===== src/rtl/etp_consts.vh =====
// constants for the two 8-bit timer/counter block with pwm
// assumes a wishbone byte address, register index = byte address / 4
`ifndef ETP_CONSTS_VH
`define ETP_CONSTS_VH

// register indexes, byte address is four times the index
`define ETP_IDX_T0_COUNT    6'h32
`define ETP_IDX_T0_CTRL     6'h33
`define ETP_IDX_T0_CMP      6'h31
`define ETP_IDX_T2_CTRL     6'h27
`define ETP_IDX_T2_COUNT    6'h24
`define ETP_IDX_T2_CMP      6'h23
`define ETP_IDX_ASYNC_STAT  6'h22
`define ETP_IDX_FLAGS       6'h38
`define ETP_IDX_MASK        6'h39

// control register fields, async select bit and global interrupt enable bit
`define ETP_CTL_PWM         6
`define ETP_CTL_COM_HI      5
`define ETP_CTL_COM_LO      4
`define ETP_CTL_CTC         3
`define ETP_ASYNC_SEL_BIT   3
`define ETP_MASK_GLOBAL     7

// reset values
`define ETP_RST_BYTE        8'h00
`define ETP_RST_CTL         7'h00

// counter end points
`define ETP_CNT_TOP         8'hFF
`define ETP_CNT_BOT         8'h00

// prescaler masks, a tick falls where the masked bits are all ones
`define ETP_DIV1            10'h000
`define ETP_DIV8            10'h007
`define ETP_DIV32           10'h01F
`define ETP_DIV64           10'h03F
`define ETP_DIV128          10'h07F
`define ETP_DIV256          10'h0FF
`define ETP_DIV1024         10'h3FF

`endif


===== src/rtl/etp_timers.v =====
// two 8-bit timer/counters with compare output and pwm, wishbone slave
// assumes one core clock, classic wishbone master, raw pins from outside
// Operation
// - t0 select: core clock or /8 /64 /256 /1024
// - t0 codes 110/111 count pin falling/rising
// - t2 select: /1 /8 /32 /64 /128 /256 /1024
// - select zero stops the counter
// - t0 divides core clock, t2 its source
// - pin edges count even when pin drives
// - counter writable, resumes next timer tick
// - counter write blocks next tick's match
// - compare flag sets cycle after equality
// - pwm without clear bit counts up/down
// - pwm with clear bit wraps at top
// - up/down pin: clear up, set down
// - overflow pwm: clear match, set overflow
// - pwm compare writes latch at top
// - compare read returns last written value
// - up/down 00 or FF gives constant pin
// - overflow pwm constant only for FF
// - up/down overflow when leaving zero
// - interrupt needs flag, enable and global
// - async bit moves t2 to oscillator pin
// - async status upper bits read zero
// - pwm enable bit selects pwm operation
// - t2 source defaults to core clock
//
// Local design decision: register access over Wishbone.
`timescale 1ns/1ps
`include "etp_consts.vh"

module etp_timers (
  // clock, reset, enable
  input  wire       ref_clk,
  input  wire       rst_n,
  input  wire       clk_en,
  // wishbone slave
  input  wire       wb_cyc_i,
  input  wire       wb_stb_i,
  input  wire       wb_we_i,
  input  wire [7:0] wb_adr_i,
  input  wire [3:0] wb_sel_i,
  input  wire [31:0] wb_dat_i,
  output reg  [31:0] wb_dat_o,
  output reg        wb_ack_o,
  // pins
  input  wire       external_count_input,
  input  wire       async_osc_input,
  output wire       timer0_compare_pin,
  output wire       timer2_compare_pin,
  output reg        osc_pins_claimed_ff,
  // interrupt request
  output reg        timer_irq_ff
);

  wire [5:0]  idx = wb_adr_i[7:2];
  wire        req = wb_cyc_i & wb_stb_i;
  // writes land on the edge where the master sees ack
  wire        wr  = clk_en & req & wb_we_i & wb_ack_o & wb_sel_i[0];
  wire [7:0]  wd  = wb_dat_i[7:0];

  reg         async_sel_ff;
  reg  [7:0]  mask_ff;
  reg  [9:0]  pre0_ff;
  reg  [9:0]  pre2_ff;
  reg         ext_s1_ff, ext_s2_ff, ext_s3_ff;
  reg         osc_s1_ff, osc_s2_ff, osc_s3_ff;

  wire [1:0]  wr_cnt;
  wire [1:0]  wr_cmp;
  wire [1:0]  wr_ctl;
  wire [1:0]  tick;
  wire [15:0] cnt_w;
  wire [15:0] cmp_w;
  wire [13:0] ctl_w;
  wire [3:0]  flag_w;
  wire [1:0]  pin_w;

  assign wr_cnt[0] = wr & (idx == `ETP_IDX_T0_COUNT);
  assign wr_cnt[1] = wr & (idx == `ETP_IDX_T2_COUNT);
  assign wr_cmp[0] = wr & (idx == `ETP_IDX_T0_CMP);
  assign wr_cmp[1] = wr & (idx == `ETP_IDX_T2_CMP);
  assign wr_ctl[0] = wr & (idx == `ETP_IDX_T0_CTRL);
  assign wr_ctl[1] = wr & (idx == `ETP_IDX_T2_CTRL);
  wire   wr_flags  = wr & (idx == `ETP_IDX_FLAGS);

  assign timer0_compare_pin = pin_w[0];
  assign timer2_compare_pin = pin_w[1];

  function sel_tick;
    input [9:0] pre;
    input [9:0] msk;
    begin
      sel_tick = ((pre & msk) == msk);
    end
  endfunction

  // two-flop synchronisers, third flop only feeds edge detection
  always @(posedge ref_clk) begin
    if (!rst_n) begin
      ext_s1_ff <= 1'b0;
      ext_s2_ff <= 1'b0;
      ext_s3_ff <= 1'b0;
      osc_s1_ff <= 1'b0;
      osc_s2_ff <= 1'b0;
      osc_s3_ff <= 1'b0;
    end else if (clk_en) begin
      ext_s1_ff <= external_count_input;
      ext_s2_ff <= ext_s1_ff;
      ext_s3_ff <= ext_s2_ff;
      osc_s1_ff <= async_osc_input;
      osc_s2_ff <= osc_s1_ff;
      osc_s3_ff <= osc_s2_ff;
    end
  end

  // input pin is sampled unconditionally, so software driving it counts
  wire ext_rise = ext_s2_ff & ~ext_s3_ff;
  wire ext_fall = ~ext_s2_ff & ext_s3_ff;
  // t2 source: core clock unless async mode picks the oscillator edge
  wire timer2_prescaler_source = async_sel_ff ? (osc_s2_ff & ~osc_s3_ff) : 1'b1;

  always @(posedge ref_clk) begin
    if (!rst_n) begin
      pre0_ff <= 10'h000;
      pre2_ff <= 10'h000;
    end else if (clk_en) begin
      pre0_ff <= pre0_ff + 10'h001;
      if (timer2_prescaler_source)
        pre2_ff <= pre2_ff + 10'h001;
    end
  end

  reg t0_tick;
  reg t2_tick;
  always @* begin
    case (ctl_w[2:0])
      3'h1:    t0_tick = 1'b1;
      3'h2:    t0_tick = sel_tick(pre0_ff, `ETP_DIV8);
      3'h3:    t0_tick = sel_tick(pre0_ff, `ETP_DIV64);
      3'h4:    t0_tick = sel_tick(pre0_ff, `ETP_DIV256);
      3'h5:    t0_tick = sel_tick(pre0_ff, `ETP_DIV1024);
      3'h6:    t0_tick = ext_fall;
      3'h7:    t0_tick = ext_rise;
      default: t0_tick = 1'b0;
    endcase
    case (ctl_w[9:7])
      3'h1:    t2_tick = timer2_prescaler_source;
      3'h2:    t2_tick = timer2_prescaler_source & sel_tick(pre2_ff, `ETP_DIV8);
      3'h3:    t2_tick = timer2_prescaler_source & sel_tick(pre2_ff, `ETP_DIV32);
      3'h4:    t2_tick = timer2_prescaler_source & sel_tick(pre2_ff, `ETP_DIV64);
      3'h5:    t2_tick = timer2_prescaler_source & sel_tick(pre2_ff, `ETP_DIV128);
      3'h6:    t2_tick = timer2_prescaler_source & sel_tick(pre2_ff, `ETP_DIV256);
      3'h7:    t2_tick = timer2_prescaler_source & sel_tick(pre2_ff, `ETP_DIV1024);
      default: t2_tick = 1'b0;
    endcase
  end
  assign tick[0] = clk_en & t0_tick;
  assign tick[1] = clk_en & t2_tick;

  genvar i;
  generate
    for (i = 0; i < 2; i = i + 1) begin : g_tmr
      reg  [7:0] cnt_ff;
      reg  [7:0] cmp_ff;
      reg  [7:0] cmp_buf_ff;
      reg        pend_ff;
      reg  [6:0] ctl_ff;
      reg        down_ff;
      reg        block_ff;
      reg        pin_ff;
      reg        ovf_ff;
      reg        cmf_ff;

      wire pwm    = ctl_ff[`ETP_CTL_PWM];
      wire ctc    = ctl_ff[`ETP_CTL_CTC];
      wire com_hi = ctl_ff[`ETP_CTL_COM_HI];
      wire com_lo = ctl_ff[`ETP_CTL_COM_LO];
      wire at_top = (cnt_ff == `ETP_CNT_TOP);
      wire at_bot = (cnt_ff == `ETP_CNT_BOT);
      // a counter write suppresses the match of the next timer tick
      wire match  = tick[i] & (cnt_ff == cmp_ff) & ~block_ff;
      wire updown = pwm & ~ctc;
      wire ovf_ev = tick[i] & (updown ? at_bot : at_top);
      wire clr_ov = wr_flags & wd[2*i];
      wire clr_cm = wr_flags & wd[2*i+1];

      reg  [7:0] nxt_cnt;
      reg        nxt_down;
      reg        nxt_pin;

      always @* begin
        nxt_cnt  = cnt_ff;
        nxt_down = down_ff;
        nxt_pin  = pin_ff;
        if (tick[i]) begin
          if (updown) begin
            if (!down_ff && at_top) begin
              nxt_down = 1'b1;
              nxt_cnt  = cnt_ff - 8'h01;
            end else if (down_ff && at_bot) begin
              nxt_down = 1'b0;
              nxt_cnt  = cnt_ff + 8'h01;
            end else if (down_ff) begin
              nxt_cnt  = cnt_ff - 8'h01;
            end else begin
              nxt_cnt  = cnt_ff + 8'h01;
            end
          end else if (!pwm && ctc && match) begin
            nxt_cnt  = `ETP_CNT_BOT;
          end else begin
            nxt_cnt  = cnt_ff + 8'h01;
            nxt_down = 1'b0;
          end
        end
        if (pwm && com_hi) begin
          if (updown && match) begin
            if (cmp_ff == `ETP_CNT_BOT)
              nxt_pin = com_lo;
            else if (cmp_ff == `ETP_CNT_TOP)
              nxt_pin = ~com_lo;
            else
              nxt_pin = down_ff ^ com_lo;
          end else if (!updown && match) begin
            // match at top beats overflow, so FF holds a constant level
            nxt_pin = com_lo;
          end else if (!updown && tick[i] && at_top) begin
            nxt_pin = ~com_lo;
          end
        end else if (!pwm && match) begin
          case ({com_hi, com_lo})
            2'h1:    nxt_pin = ~pin_ff;
            2'h2:    nxt_pin = 1'b0;
            2'h3:    nxt_pin = 1'b1;
            default: nxt_pin = pin_ff;
          endcase
        end
        if (wr_cnt[i])
          nxt_cnt = wd;
      end

      always @(posedge ref_clk) begin
        if (!rst_n) begin
          cnt_ff     <= `ETP_RST_BYTE;
          cmp_ff     <= `ETP_RST_BYTE;
          cmp_buf_ff <= `ETP_RST_BYTE;
          pend_ff    <= 1'b0;
          ctl_ff     <= `ETP_RST_CTL;
          down_ff    <= 1'b0;
          block_ff   <= 1'b0;
          pin_ff     <= 1'b0;
          ovf_ff     <= 1'b0;
          cmf_ff     <= 1'b0;
        end else if (clk_en) begin
          cnt_ff  <= nxt_cnt;
          down_ff <= nxt_down;
          pin_ff  <= nxt_pin;
          if (wr_cnt[i])
            block_ff <= 1'b1;
          else if (tick[i])
            block_ff <= 1'b0;
          if (wr_ctl[i])
            ctl_ff <= wd[6:0];
          if (wr_cmp[i]) begin
            cmp_buf_ff <= wd;
            if (pwm) begin
              pend_ff <= 1'b1;
            end else begin
              cmp_ff  <= wd;
              pend_ff <= 1'b0;
            end
          end else if (pwm && pend_ff && tick[i] && at_top) begin
            cmp_ff  <= cmp_buf_ff;
            pend_ff <= 1'b0;
          end
          // set wins over a clear in the same cycle
          if (ovf_ev)
            ovf_ff <= 1'b1;
          else if (clr_ov)
            ovf_ff <= 1'b0;
          if (match)
            cmf_ff <= 1'b1;
          else if (clr_cm)
            cmf_ff <= 1'b0;
        end
      end

      assign cnt_w[8*i+7:8*i]   = cnt_ff;
      assign cmp_w[8*i+7:8*i]   = cmp_buf_ff;
      assign ctl_w[7*i+6:7*i]   = ctl_ff;
      assign flag_w[2*i+1:2*i]  = {cmf_ff, ovf_ff};
      assign pin_w[i]           = pin_ff;
    end
  endgenerate

  // software must rewrite timer 2 after flipping this bit
  always @(posedge ref_clk) begin
    if (!rst_n) begin
      async_sel_ff        <= 1'b0;
      osc_pins_claimed_ff <= 1'b0;
      mask_ff             <= `ETP_RST_BYTE;
      timer_irq_ff        <= 1'b0;
    end else if (clk_en) begin
      if (wr && idx == `ETP_IDX_ASYNC_STAT)
        async_sel_ff <= wd[`ETP_ASYNC_SEL_BIT];
      if (wr && idx == `ETP_IDX_MASK)
        mask_ff <= wd;
      osc_pins_claimed_ff <= async_sel_ff;
      timer_irq_ff <= mask_ff[`ETP_MASK_GLOBAL] &
                      (|(flag_w & mask_ff[3:0]));
    end
  end

  reg [7:0] rd;
  always @* begin
    if (idx == `ETP_IDX_T0_COUNT)
      rd = cnt_w[7:0];
    else if (idx == `ETP_IDX_T2_COUNT)
      rd = cnt_w[15:8];
    else if (idx == `ETP_IDX_T0_CMP)
      rd = cmp_w[7:0];
    else if (idx == `ETP_IDX_T2_CMP)
      rd = cmp_w[15:8];
    else if (idx == `ETP_IDX_T0_CTRL)
      rd = {1'b0, ctl_w[6:0]};
    else if (idx == `ETP_IDX_T2_CTRL)
      rd = {1'b0, ctl_w[13:7]};
    else if (idx == `ETP_IDX_ASYNC_STAT)
      rd = {4'h0, async_sel_ff, 3'h0};
    else if (idx == `ETP_IDX_FLAGS)
      rd = {4'h0, flag_w};
    else if (idx == `ETP_IDX_MASK)
      rd = mask_ff;
    else
      rd = 8'h00;
  end

  // one wait state: ack rises the cycle after the request, drops after
  always @(posedge ref_clk) begin
    if (!rst_n) begin
      wb_ack_o <= 1'b0;
      wb_dat_o <= 32'h00000000;
    end else if (clk_en) begin
      wb_ack_o <= req & ~wb_ack_o;
      if (req && !wb_ack_o)
        wb_dat_o <= {24'h000000, rd};
    end
  end

endmodule // etp_timers

===== config.mk =====
export PLATFORM = sky130hd
export DESIGN_NAME = etp_timers
export DESIGN_NICKNAME = d
export VERILOG_FILES = /design/src/rtl/etp_timers.v
export VERILOG_INCLUDE_DIRS = /design/src /design/src/rtl
export SDC_FILE = /design/constraint.sdc
export NUM_CORES = 1
export LEC_CHECK = 0
export BUFFER_PORTS_ARGS = -buffer_cell sky130_fd_sc_hd__buf_2
export CAP_MARGIN = 0
export CORE_MARGIN = 1.5
export CORE_UTILIZATION = 45
export DETAILED_ROUTE_END_ITERATION = 8
export GPL_TIMING_DRIVEN = 0
export MAX_ROUTING_LAYER = met4
export PLACE_DENSITY = 0.7
export SLEW_MARGIN = 20
export SYNTH_ARGS = -nofsm -noshare
export SYNTH_HDL_FRONTEND = slang
export SYNTH_SLANG_ARGS = --single-unit

===== constraint.sdc =====
create_clock -name ref_clk -period 2.1 [get_ports ref_clk]
set_input_delay 0.21 -clock ref_clk [delete_from_list [all_inputs] [get_ports ref_clk]]
set_output_delay 0.21 -clock ref_clk [all_outputs]
set_load 0.03 [all_outputs]

Yosys cells after proc, flatten, opt, wreduce, memory -nomap -nowiden
Index checks and enable logic that the tools add are counted.
{"block": "word_totals", "output_inout_bits": 37, "regBits": 120}
{"block": "op_classes", "n_bitwise": 52, "reduce_logical": 75, "eq_ne": 53, "add_sub_neg": 6, "n_mux": 76}
{"cell": "8-bit two-way mux", "count": 29}
{"cell": "6-bit equality test (second input constant)", "count": 11}
{"cell": "8-bit equality test (second input constant)", "count": 6}
{"cell": "1-bit two-way mux", "count": 43}
{"cell": "1-bit bitwise AND", "count": 37}
{"cell": "8-bit zero test", "count": 4}
{"cell": "2-bit AND reduction", "count": 16}
{"cell": "3-bit equality test (second input constant)", "count": 10}
{"cell": "1-bit logical AND", "count": 29}
{"cell": "10-bit by 1-bit adder with 10-bit output (second input constant)", "count": 2}
{"cell": "10-bit equality test (second input constant)", "count": 2}
{"cell": "2-bit nonzero test", "count": 10}
{"cell": "8-bit by 1-bit adder with 8-bit output (second input constant)", "count": 2}
{"cell": "8-bit equality test", "count": 2}
{"cell": "4-bit AND reduction", "count": 4}
{"cell": "8-bit by 1-bit subtractor with 8-bit output (second input constant)", "count": 2}
{"cell": "1-bit one-hot mux with 7 select lines", "count": 2}
{"cell": "3-bit by 2-bit equality test with 1-bit output (second input constant)", "count": 4}
{"cell": "1-bit NOT", "count": 12}
{"cell": "2-bit equality test (second input constant)", "count": 4}
{"cell": "2-bit != test (second input constant)", "count": 4}
{"cell": "4-bit by 1-bit != test with 1-bit output (second input constant)", "count": 2}
{"cell": "4-bit nonzero test", "count": 2}
{"cell": "7-bit equality test (second input constant)", "count": 1}
{"cell": "10 further kinds", "count": 22}

Longest topological paths before layout
Gate-level depths: netlist of the first run.
{"block": "depth", "ltp_word": 13, "ltp_mapped": 10, "mapped_depth_nobuf": 9}

Worst setup path before layout of the first run
OpenSTA, ideal clock, no wires.
{"block": "synth_path", "path_type": "register -> register", "startpoint": "reg pre2_ff[0]", "endpoint": "reg g_tmr[1].cmp_ff[7]", "stages_incl_launch_ff": 10, "path_slack_ps": -89, "setup_ps": 121, "period_less_slack_ps": 2189, "n_path_buf": 1, "arrival_time_ps": 2068, "path_cell_list": "dfxtp_1 > ha_1 > and3_4 > nand3_2 > o32ai_2 > and2_1 > buf_6 > nand3_4 > o22ai_4 > mux2_4"}
{"block": "synth_between", "elab_chain_len": 8, "elab_cells_between_ends": 18, "classes_between": "6 x eq/ne; 1 x mux; 7 x bitwise; 4 x reduce/logical"}
{"element": "start, declared", "line_no": "etp_timers.v:65", "source": "reg [9:0] pre2_ff;"}
{"element": "start signal, assigned", "line_no": "etp_timers.v:130", "source": "pre2_ff <= pre2_ff + 10'h001;"}
{"element": "10-bit equality test, or another cell as far along", "line_no": "etp_timers.v:94", "source": "sel_tick = ((pre & msk) == msk);"}
{"element": "1-bit bitwise AND, or another cell as far along", "line_no": "etp_timers.v:154", "source": "3'h7: t2_tick = timer2_prescaler_source & sel_tick(pre2_ff, `ETP_DIV1024);"}
{"element": "1-bit one-hot mux with 7 select lines (*)", "line_no": "etp_timers.v:147", "source": "case (ctl_w[9:7])"}
{"element": "1-bit bitwise AND (*)", "line_no": "etp_timers.v:159", "source": "assign tick[1] = clk_en & t2_tick;"}
{"element": "1-bit logical AND (*) (2 in series)", "line_no": "etp_timers.v:272", "source": "end else if (pwm && pend_ff && tick[i] && at_top) begin"}
{"element": "2-bit nonzero test (no source line) (*)"}
{"element": "3-bit AND reduction (no source line) (*)"}
{"element": "end signal, assigned", "line_no": "etp_timers.v:245", "source": "cmp_ff <= `ETP_RST_BYTE;"}
{"element": "end signal, assigned", "line_no": "etp_timers.v:269", "source": "cmp_ff <= wd;"}
{"element": "end signal, assigned", "line_no": "etp_timers.v:273", "source": "cmp_ff <= cmp_buf_ff;"}
{"element": "end, declared", "line_no": "etp_timers.v:165", "source": "reg [7:0] cmp_ff;"}
Mark *: on every way between the ends. The rest lies on a longest branch, timed or not.
A chain may end at the register's enable or synchronous reset.

Worst setup path after layout of the first run
{"block": "layout_path", "startpoint": "reg pre2_ff[0]", "endpoint": "reg g_tmr[1].cmp_ff[5]"}
Same word-level chain as after synthesis.

==> results of run 1 <==
-- worst paths after layout --
kind                        start                 end  cells past startpoint
min reg2reg           wb_dat_o[1]         wb_dat_o[1]                      2
max                    pre2_ff[0]  g_tmr[1].cmp_ff[5]                      9
max reg2reg            pre2_ff[0]  g_tmr[1].cmp_ff[5]                      9
min          external_count_input           ext_s1_ff                      3
-- layer usage --
| layer | share of wire | vias up | wire, microns | track usage |
|---|---|---|---|---|
| met1 | 0.44 | 3262 | 9840 | 0.371 |
| met5 | 0 | - | 0 | - |
| met3 | 0.085 | 47 | 1900 | 0.0643 |
| met2 | 0.46 | 339 | 10300 | 0.419 |
| met4 | 0.019 | 0 | 431 | 0.0872 |
| li1 | - | 3213 | - | - |
-- worst register-to-register path, cell delays in order (launching register included) --
cell     delay [ns]
dfxtp_4        0.35
ha_4           0.13
and3_4         0.22
nand3_4        0.09
o32ai_4        0.33
and2_4         0.24
nand3_4        0.09
o22ai_4        0.13
buf_6          0.16
mux2_4         0.30
-- state kept, by name, indices dropped and copies added (netlist names), 2 cells and up --
signal,cells
wb_dat_o,8
g_tmr.cmp_buf_ff,16
g_tmr.ovf_ff,2
g_tmr.ctl_ff,14
g_tmr.cmp_ff,16
mask_ff,8
g_tmr.cnt_ff,16
pre2_ff,10
g_tmr.block_ff,2
pre0_ff,10
g_tmr.cmf_ff,2
g_tmr.pend_ff,2
g_tmr.down_ff,2
-- report_power, final --
| part | switching (uW) | internal, uW | total (uW) |
|---|---|---|---|
| registers | 16.1 | 2290 | 2310 |
| clock network | 1030 | 2150 | 3180 |
| logic | 240 | 111 | 350 |
| total | 1290 | 4550 | 5840 |
-- per-stage QoR --
| stage | hold slack, ns | setup TNS (ns) |
|---|---|---|
| 6_report | 0.0291 | -0.402 |
| 2_1_floorplan | 0.346 | 0 |
| 5_1_grt | 0.0336 | -1.76 |
| 3_3_place_gp | 0.439 | -9.17 |
| 4_1_cts | 0.0221 | -0.191 |
| 3_5_place_dp | 0.445 | -9.33 |
-- repair_timing --
item                                    4_1_cts  5_1_grt
resized for setup                            52       94
gates cloned                                  1        2
setup buffers                                11       24
endpoints found under the setup margin       45       37
pin swaps                                     8       35
-- final cells by class --
class | count | area share
buffer | 79 | 0.0559
clock buffer | 21 | 0.0516
clock inverter | 8 | 0.0192
inverter | 16 | 0.00673
multi-input combinational | 653 | 0.512
sequential | 120 | 0.275
tap | 188 | 0.0264
timing repair buffer | 68 | 0.0530
-- cells in the final DEF, fill, tap and decap left out, types with 5 or more instances in the layout --
cell	n
xnor2_1	16
and3_1	19
dfxtp_2	16
dfxtp_4	9
nand4_1	12
xor2_1	21
o211ai_1	9
buf_1	5
buf_4	58
bufinv_16	5
o21ai_0	33
ha_4	5
o221ai_1	6
a31oi_1	12
nor4_1	5
clkbuf_16	18
clkbuf_4	5
clkbuf_1	18
and2_1	17
conb_1	24
nand3b_1	5
nor3_1	14
a22oi_1	10
nor2_4	5
mux2i_1	49
buf_6	12
a21o_1	5
nand2_1	68
inv_1	12
dfxtp_1	95
mux2_4	9
o31ai_1	5
nand3_1	21
a21oi_1	51
buf_2	45
nor2_1	105
-- cell families after synthesis --
| group | share of synthesized area |
|---|---|
| xor gates and xnor gates | 0.0500 |
| DFF | 0.343 |
| buffers and inverters | 0.0731 |
| other | 0.000536 |
| AOI/OAI and AO/OA | 0.197 |
| muxes | 0.0951 |
| adders and majority gates | 0.0161 |
| and+or+nand+nor | 0.225 |
==> impl_metrics.ini, run 1 <==
[outcome]
status = finished with violations
failed_checks = negative setup slack

[clock_network]
cts_buffer_depth = 2
cts_buffers = 17
cts_max_level = 4
clk_pin_slew_worst_paths_ns = 0.05
root_buffer = clkbuf_16
hold_buffers = 0
clock_sinks = 120
clk_latency_ns = 0.42
cts_tree = built

[power_and_ir_drop]
ir_drop_mv = 0.590
powerDensity_mw_per_mm2 = 654
power_uw = 5840
power.leakage_uw = 0.00364

[place]
pre_cts_ws_ns = -0.379
dp_hpwl_microns = 14900
portBuffers = 30
placed_area_sq_mm = 0.00749
routabilityCongestion = 0.944
dp_cells = 1088

[synthesis]
synth_common_cells = dfxtp_1 (120), nor2_1 (111), nand2_1 (72)
netlist_area_sq_mm = 0.00700
syn_avg_cell_area_sq_um = 8.27
yosys.area.top_type = dfxtp_1
synth_cell_types = 81
synth.yosys.warnings = 0
synth.most_common_cell = dfxtp_1
synth_edf_count = 0
ys_ff_latch = 120
ys_seq_area_frac = 0.343
synthArstFlopShare = 0
synth.area.top_cells = dfxtp_1 (34%), mux2i_1 (7.1%), nor2_1 (6.0%)
synth_flop_cell = dfxtp_1
syn_inst = 847
synth_top_area_share = 0.343

[setup_path]
cp-start-kind = register
cp_max_fo = 5
crit_arrival_ns = 2.47
cp_common_cell = nand3_4
cp_slowest_cell = dfxtp_4
slowest_delay_ns = 0.35
critPathTopFamily = simple AND/OR/NAND/NOR gates
crit_chain = ha_4, and3_4, nand3_4, o32ai_4, and2_4, nand3_4, o22ai_4, buf_6, mux2_4
crit_required_ns = 2.41
critPathKind = register to register
endpoint_kind = register
reg2reg_slack_ns = -0.06
crit_buf_inv = 1

[timing]
setup_viol = 13
worst_pin_slew_ns = 0.785
finalWorstSetupSlack_ns = -0.0584
skew_ns = 0.00698
period_minus_slack_ns = 2.16
max_freq_mhz = 463
drv_slew = 0
rsz0062_at_grt = yes
maxSlewHeadroom = 0.476
period_share = 1.03
hold_viol_final = 0

[die]
ios = 89
initial_core_util = 0.460
rows = 45
die_h_microns = 128
core-area_sq_mm = 0.0152
die-area_sq_mm = 0.0163
die_w_microns = 128

[route]
drt_wl_total_microns = 22500
via_per_inst = 5.95
drtIter0Drc = 859
drc_errors = 0
wl_per_cell_microns = 19.5
firstDrtPassIters = 6
ant_nets = 0
vias = 6861

[global_routing]
grt_antenna_before_repair = 0
grt_max_degree = 17
grt_pass1_wl_microns = 33700
grt.overflow.total = 0
track_usage = 0.278
grt_pass1_vias = 6108

[job]
maxCapViolations = 0

[cells_and_area]
fin_area_sq_mm = 0.00892
drive_above_1_share = 0.267
final_nets = 1016
final_util = 0.587
diodes = 0
multi_input_area_sq_mm = 0.00457
fillers = 1355
stdcell_count = 1153
area.sequential_sq_mm = 0.00246
syn2layout_area_growth_pct = 27.5

[worst_hold_path]
hp-class = input pin to register
No activity file was read; power rests on OpenSTA's default activity.
==> run 2: changes to the inputs <==
- CELL_PAD_IN_SITES_DETAIL_PLACEMENT: default -> 1
- CELL_PAD_IN_SITES_GLOBAL_PLACEMENT: default -> 1
- CORE_UTILIZATION: 45 -> 40
- PLACE_DENSITY: 0.7 -> 0.8
==> run 2 against run 1 <==
  * The run still ends with negative setup slack left
  * Fmax fell by 1.4%
  * Non-clock buffer count rose by 9
  * Clock power fell by 14%
  * Cell area rose by 1.9%
  * Worst hold slack got worse by 0.0063 ns
  * Utilization fell by 5.8 points
  * Clock-buffer cell count rose by 2
  * Total power fell by 7.7%
  * Sequential power barely moved
  * First-iteration DRC count fell by 27%
  * Global-route usage rose by 0.29 points
  * Register-to-register slack got worse by 0.03 ns
==> impl_metrics.ini, run 2 (same netlist as run 1, synthesis figures left out) <==
[setup_path]
cp_max_fo = 5
crit_required_ns = 2.41
cp_slowest_cell = dfxtp_2
cp_common_cell = nand3_4
slowest_delay_ns = 0.35
crit_arrival_ns = 2.50
critPathKind = register to register
cp-start-kind = register
crit_chain = ha_4, and3_4, nand3_4, o32ai_4, and2_4, nand3_4, o22ai_4, buf_12, mux2_4
endpoint_kind = register

[cells_and_area]
final_common_cell = nor2_1
largestRegisters = g_tmr.cmp_buf_ff: 16 flops, g_tmr.cmp_ff: 16 flops, g_tmr.cnt_ff: 16 flops
multi_input_area_sq_mm = 0.00465
layout_common_cells = nor2_1 (101), dfxtp_1 (97), nand2_1 (67)
area.sequential_sq_mm = 0.00245
stdcell_count = 1202
fin_area_sq_mm = 0.00910
final_nets = 1025
drive_above_1_share = 0.295
syn2layout_area_growth_pct = 29.9
fillers = 2045
final_util = 0.530

[timing]
finalWorstSetupSlack_ns = -0.0888
whs_ns = 0.0228
max_freq_mhz = 457
maxSlewHeadroom = 0.406
period_minus_slack_ns = 2.19
drv_slew = 0
period_share = 1.04
setup_viol = 27
hold_viol_final = 0
skew_ns = 0.00774
worst_pin_slew_ns = 0.891
tns_ns = -1.27
rsz0062_at_grt = yes

[power_and_ir_drop]
power.leakage_uw = 0.00366
ir_drop_mv = 0.648
powerDensity_mw_per_mm2 = 592

[clock_network]
cts_buffers = 17
clk_pin_slew_worst_paths_ns = 0.06
cts_buffer_depth = 2
cts_tree = built
clock_sinks = 120
clk_latency_ns = 0.43
cts_max_level = 4
root_buffer = clkbuf_16
hold_buffers = 0

[place]
dp_hpwl_microns = 17100
dp_cells = 1125
portBuffers = 30
placed_area_sq_mm = 0.00753
routabilityCongestion = 0.920

[die]
initial_core_util = 0.408
die_h_microns = 135
die_w_microns = 135
die-area_sq_mm = 0.0183
rows = 48
ios = 89
core-area_sq_mm = 0.0172

[route]
vias = 7075
drc_errors = 0
firstDrtPassIters = 5
drt_wl_total_microns = 26600
wl_per_cell_microns = 22.1
ant_nets = 0
via_per_inst = 5.89
drtIter0Drc = 630

[outcome]
status = finished with violations
failed_checks = negative setup slack

[global_routing]
grt_pass1_vias = 6820
grt_antenna_before_repair = 2
grt_pass1_wl_microns = 38000
grt_max_degree = 17
grt.overflow.total = 0
track_usage = 0.281

[job]
maxCapViolations = 0

[worst_hold_path]
hp-class = input pin to register
run 2: cell count changes in the layout (fill, tap and decap cells not counted), moves of 3 or more:
cell and change:
nor2_1 -4, buf_12 +3, nor2_2 +3, bufinv_16 -5, buf_4 +7, nor3_1 -3
clkinv_2 +3, clkbuf_8 +3, nor3_2 +4
run 2: final timing paths:
check	start	endpoint	slack [ns]	cells past startpoint
max	pre2_ff[1]	g_tmr[1].cmp_ff[1]	-0.09	9
min	external_count_input	ext_s1_ff	0.02	3
max reg2reg	pre2_ff[1]	g_tmr[1].cmp_ff[1]	-0.09	9
min reg2reg	wb_dat_o[0]	wb_dat_o[0]	0.45	2
run 2: timing repair:
action,in CTS,in global routing
pin swaps,11,56
gates resized for setup,62,116
gates cloned,1,2
setup endpoints to repair,49,38
buffers inserted,9,35
run 2: per-stage QoR:
stage	setup WS (ns)	total power [uW]
final	-0.0888	5390
after global routing	-0.184	5520
after CTS	-0.0850	5370
after detailed placement	-0.475	2690
after global placement	-0.398	2680
after floorplan	0.0172	2570
run 2: final cells by class:
type	count	share of cell area
multi-input cells	653	0.512
inverters	16	0.00715
well taps	225	0.0309
clock buffers	23	0.0547
flip-flops and latches	120	0.270
plain buffers	79	0.0574
diodes	2	0.000550
clock inverters	7	0.00495
repair buffers	77	0.0629
run 2: power breakdown:
group / switching, uW / total [uW] / internal [uW]
registers: 17.1 / 2310 / 2290
logic: 243 / 354 / 111
clock network: 1080 / 2730 / 1640
total: 1340 / 5390 / 4040
run 2: per-layer routing:
layer,GRT usage,vias up,routed length (microns)
li1,-,3241,-
met1,0.365,3501,11500
met2,0.438,278,12700
met3,0.0703,55,1830
met4,0.0693,0,563
met5,-,-,0
run 2: critical path, delay by kind of cell, from the launching register on:
| kind | cells | cell delay, ns |
|---|---|---|
| muxes | 1 | 0.29 |
| AOI/OAI and AO/OA | 2 | 0.51 |
| adders and majority gates | 1 | 0.14 |
| and+or+nand+nor | 4 | 0.63 |
| DFF | 1 | 0.35 |
| buffers and inverters | 1 | 0.15 |
==> run 3: changes to the inputs <==
- PLACE_DENSITY: 0.8 -> 0.86
==> run 3 against run 2 <==
  * The run still ends with negative setup slack left
  * Sequential cell count unchanged
  * Die area stayed put
  * Via count up 1.3%
  * Critical path depth is the same
  * Clock-buffer cell count down 6
  * Sequential power is essentially flat
  * Clock skew about the same
  * Wire length is 1.8% higher
  * Global-route usage up 0.31 points
  * Largest cell class unchanged
==> impl_metrics.ini, run 3 (same netlist as run 1, synthesis figures left out) <==
[clock_network]
hold_buffers = 0
cts_tree = built
root_buffer = clkbuf_16
cts_buffers = 17
clk_latency_ns = 0.43
clock_sinks = 120
cts_max_level = 4
cts_buffer_depth = 2
clk_pin_slew_worst_paths_ns = 0.06

[worst_hold_path]
min_path_cells = 3
hold_start = async_osc_input
whs_endpoint = osc_s1_ff
hp-class = input pin to register

[route]
via_per_inst = 6.00
ant_nets = 0
firstDrtPassIters = 7
drtIter0Drc = 650
vias = 7166
drc_errors = 0
drt_wl_total_microns = 27000
wl_per_cell_microns = 22.6

[timing]
period_share = 1.04
whs_ns = 0.0265
worst_pin_slew_ns = 0.831
finalWorstSetupSlack_ns = -0.0748
drv_slew = 0
setup_viol = 23
rsz0062_at_grt = yes
max_freq_mhz = 460
skew_ns = 0.00727
period_minus_slack_ns = 2.17
hold_viol_final = 0
maxSlewHeadroom = 0.446

[setup_path]
cp-start-kind = register
endpoint_kind = register
cp_max_fo = 4
reg2reg_slack_ns = -0.07
cp_common_cell = nand3_4
r2r-start = pre2_ff[1]
crit_required_ns = 2.41
r2r_end = g_tmr[1].cmp_ff[0]
slowest_delay_ns = 0.35
crit_chain = ha_4, and3_4, nand3_4, o32ai_4, and2_4, nand3_4, o22ai_4, buf_6, mux2_4
cp_slowest_cell = dfxtp_2
crit_arrival_ns = 2.49
critPathKind = register to register
reg2reg_depth = 9

[place]
dp_cells = 1125
routabilityCongestion = 0.933
portBuffers = 30
dp_hpwl_microns = 17200

[cells_and_area]
largestRegisters = g_tmr.cmp_buf_ff: 16 flops, g_tmr.cmp_ff: 16 flops, g_tmr.cnt_ff: 16 flops
final_util = 0.530
syn2layout_area_growth_pct = 30.0
layout_common_cells = nor2_1 (102), dfxtp_1 (94), nand2_1 (68)
final_nets = 1017
drive_above_1_share = 0.286
final_common_cell = nor2_1
stdcell_count = 1195

[outcome]
failed_checks = negative setup slack
status = finished with violations

[global_routing]
met1_usage = 0.358
grt_pass1_wl_microns = 38300
use_met2 = 0.453
grt_antenna_before_repair = 1
grt_max_degree = 17
grt_pass1_vias = 6765
track_usage = 0.284
grtUsageMet3 = 0.0524
grt_most_used_layer = met2
grt.overflow.total = 0

[die]
die-area_sq_mm = 0.0183
rows = 48
ios = 89
die_w_microns = 135
core-area_sq_mm = 0.0172
initial_core_util = 0.408
die_h_microns = 135

[power_and_ir_drop]
power.leakage_uw = 0.00363
powerDensity_mw_per_mm2 = 626
power_uw = 5690
ir_drop_mv = 0.642

[job]
maxCapViolations = 0
[run 3: layer usage]
| layer | up-vias | wire (microns) |
|---|---|---|
| met1 | 3544 | 11200 |
| met5 | - | 0 |
| met3 | 78 | 2130 |
| li1 | 3224 | - |
| met2 | 320 | 13000 |
| met4 | 0 | 787 |
[run 3: timing repair]
action	4_1_cts	5_1_grt
gates resized for setup	67	107
gates cloned	1	3
endpoints found under the hold margin	0	0
setup buffers	12	23
setup endpoints to repair	47	41
pin swaps	11	42
[run 3: per-stage QoR]
step / instance area [sq um] / setup slack (ns) / setup TNS (ns)
3_5_place_dp: 7530 / -0.416 / -12.02
6_report: 9100 / -0.0748 / -0.825
4_1_cts: 8440 / -0.0372 / -0.275
2_1_floorplan: 7100 / 0.0172 / 0
5_1_grt: 9100 / -0.159 / -2.94
3_3_place_gp: 7530 / -0.327 / -8.85
[run 3: how the worst max path moves through the flow]
stage / startpoint / end / slack [ns] / cells past startpoint
2_1_floorplan: pre2_ff[1] / g_tmr[1].cmp_ff[7] / 0.02 / 10
5_1_grt: pre2_ff[1] / g_tmr[1].cmp_ff[0] / -0.16 / 9
6_report: pre2_ff[1] / g_tmr[1].cmp_ff[0] / -0.07 / 9
3_5_place_dp: g_tmr[1].cnt_ff[7] / g_tmr[1].cnt_ff[4] / -0.42 / 8
4_1_cts: g_tmr[0].cnt_ff[0] / g_tmr[0].cmp_ff[2] / -0.04 / 6
3_3_place_gp: g_tmr[0].ctl_ff[0] / g_tmr[0].ovf_ff / -0.33 / 9
[run 3: power breakdown]
part	total (uW)	switching [uW]	internal [uW]
clock	3030	1160	1870
sequential	2300	16.9	2290
combinational	363	248	115
total	5690	1430	4270
[run 3: critical path: cells and delay by family, from the launching register on]
family	cells	cell delay, ns
AOI/OAI and AO/OA	2	0.45
and+or+nand+nor	4	0.66
adders and majority gates	1	0.14
buffers and inverters	1	0.16
DFF	1	0.35
muxes	1	0.30
[run 3: area by class of cell]
class,count,area [sq um]
multi-input cells,653,4650
plain buffers,79,518
repair buffers,69,533
diodes,1,2.50
clock inverters,15,176
flip-flops and latches,120,2460
inverters,16,60.1
fillers,2027,8080
clock buffers,17,425
well taps,225,282
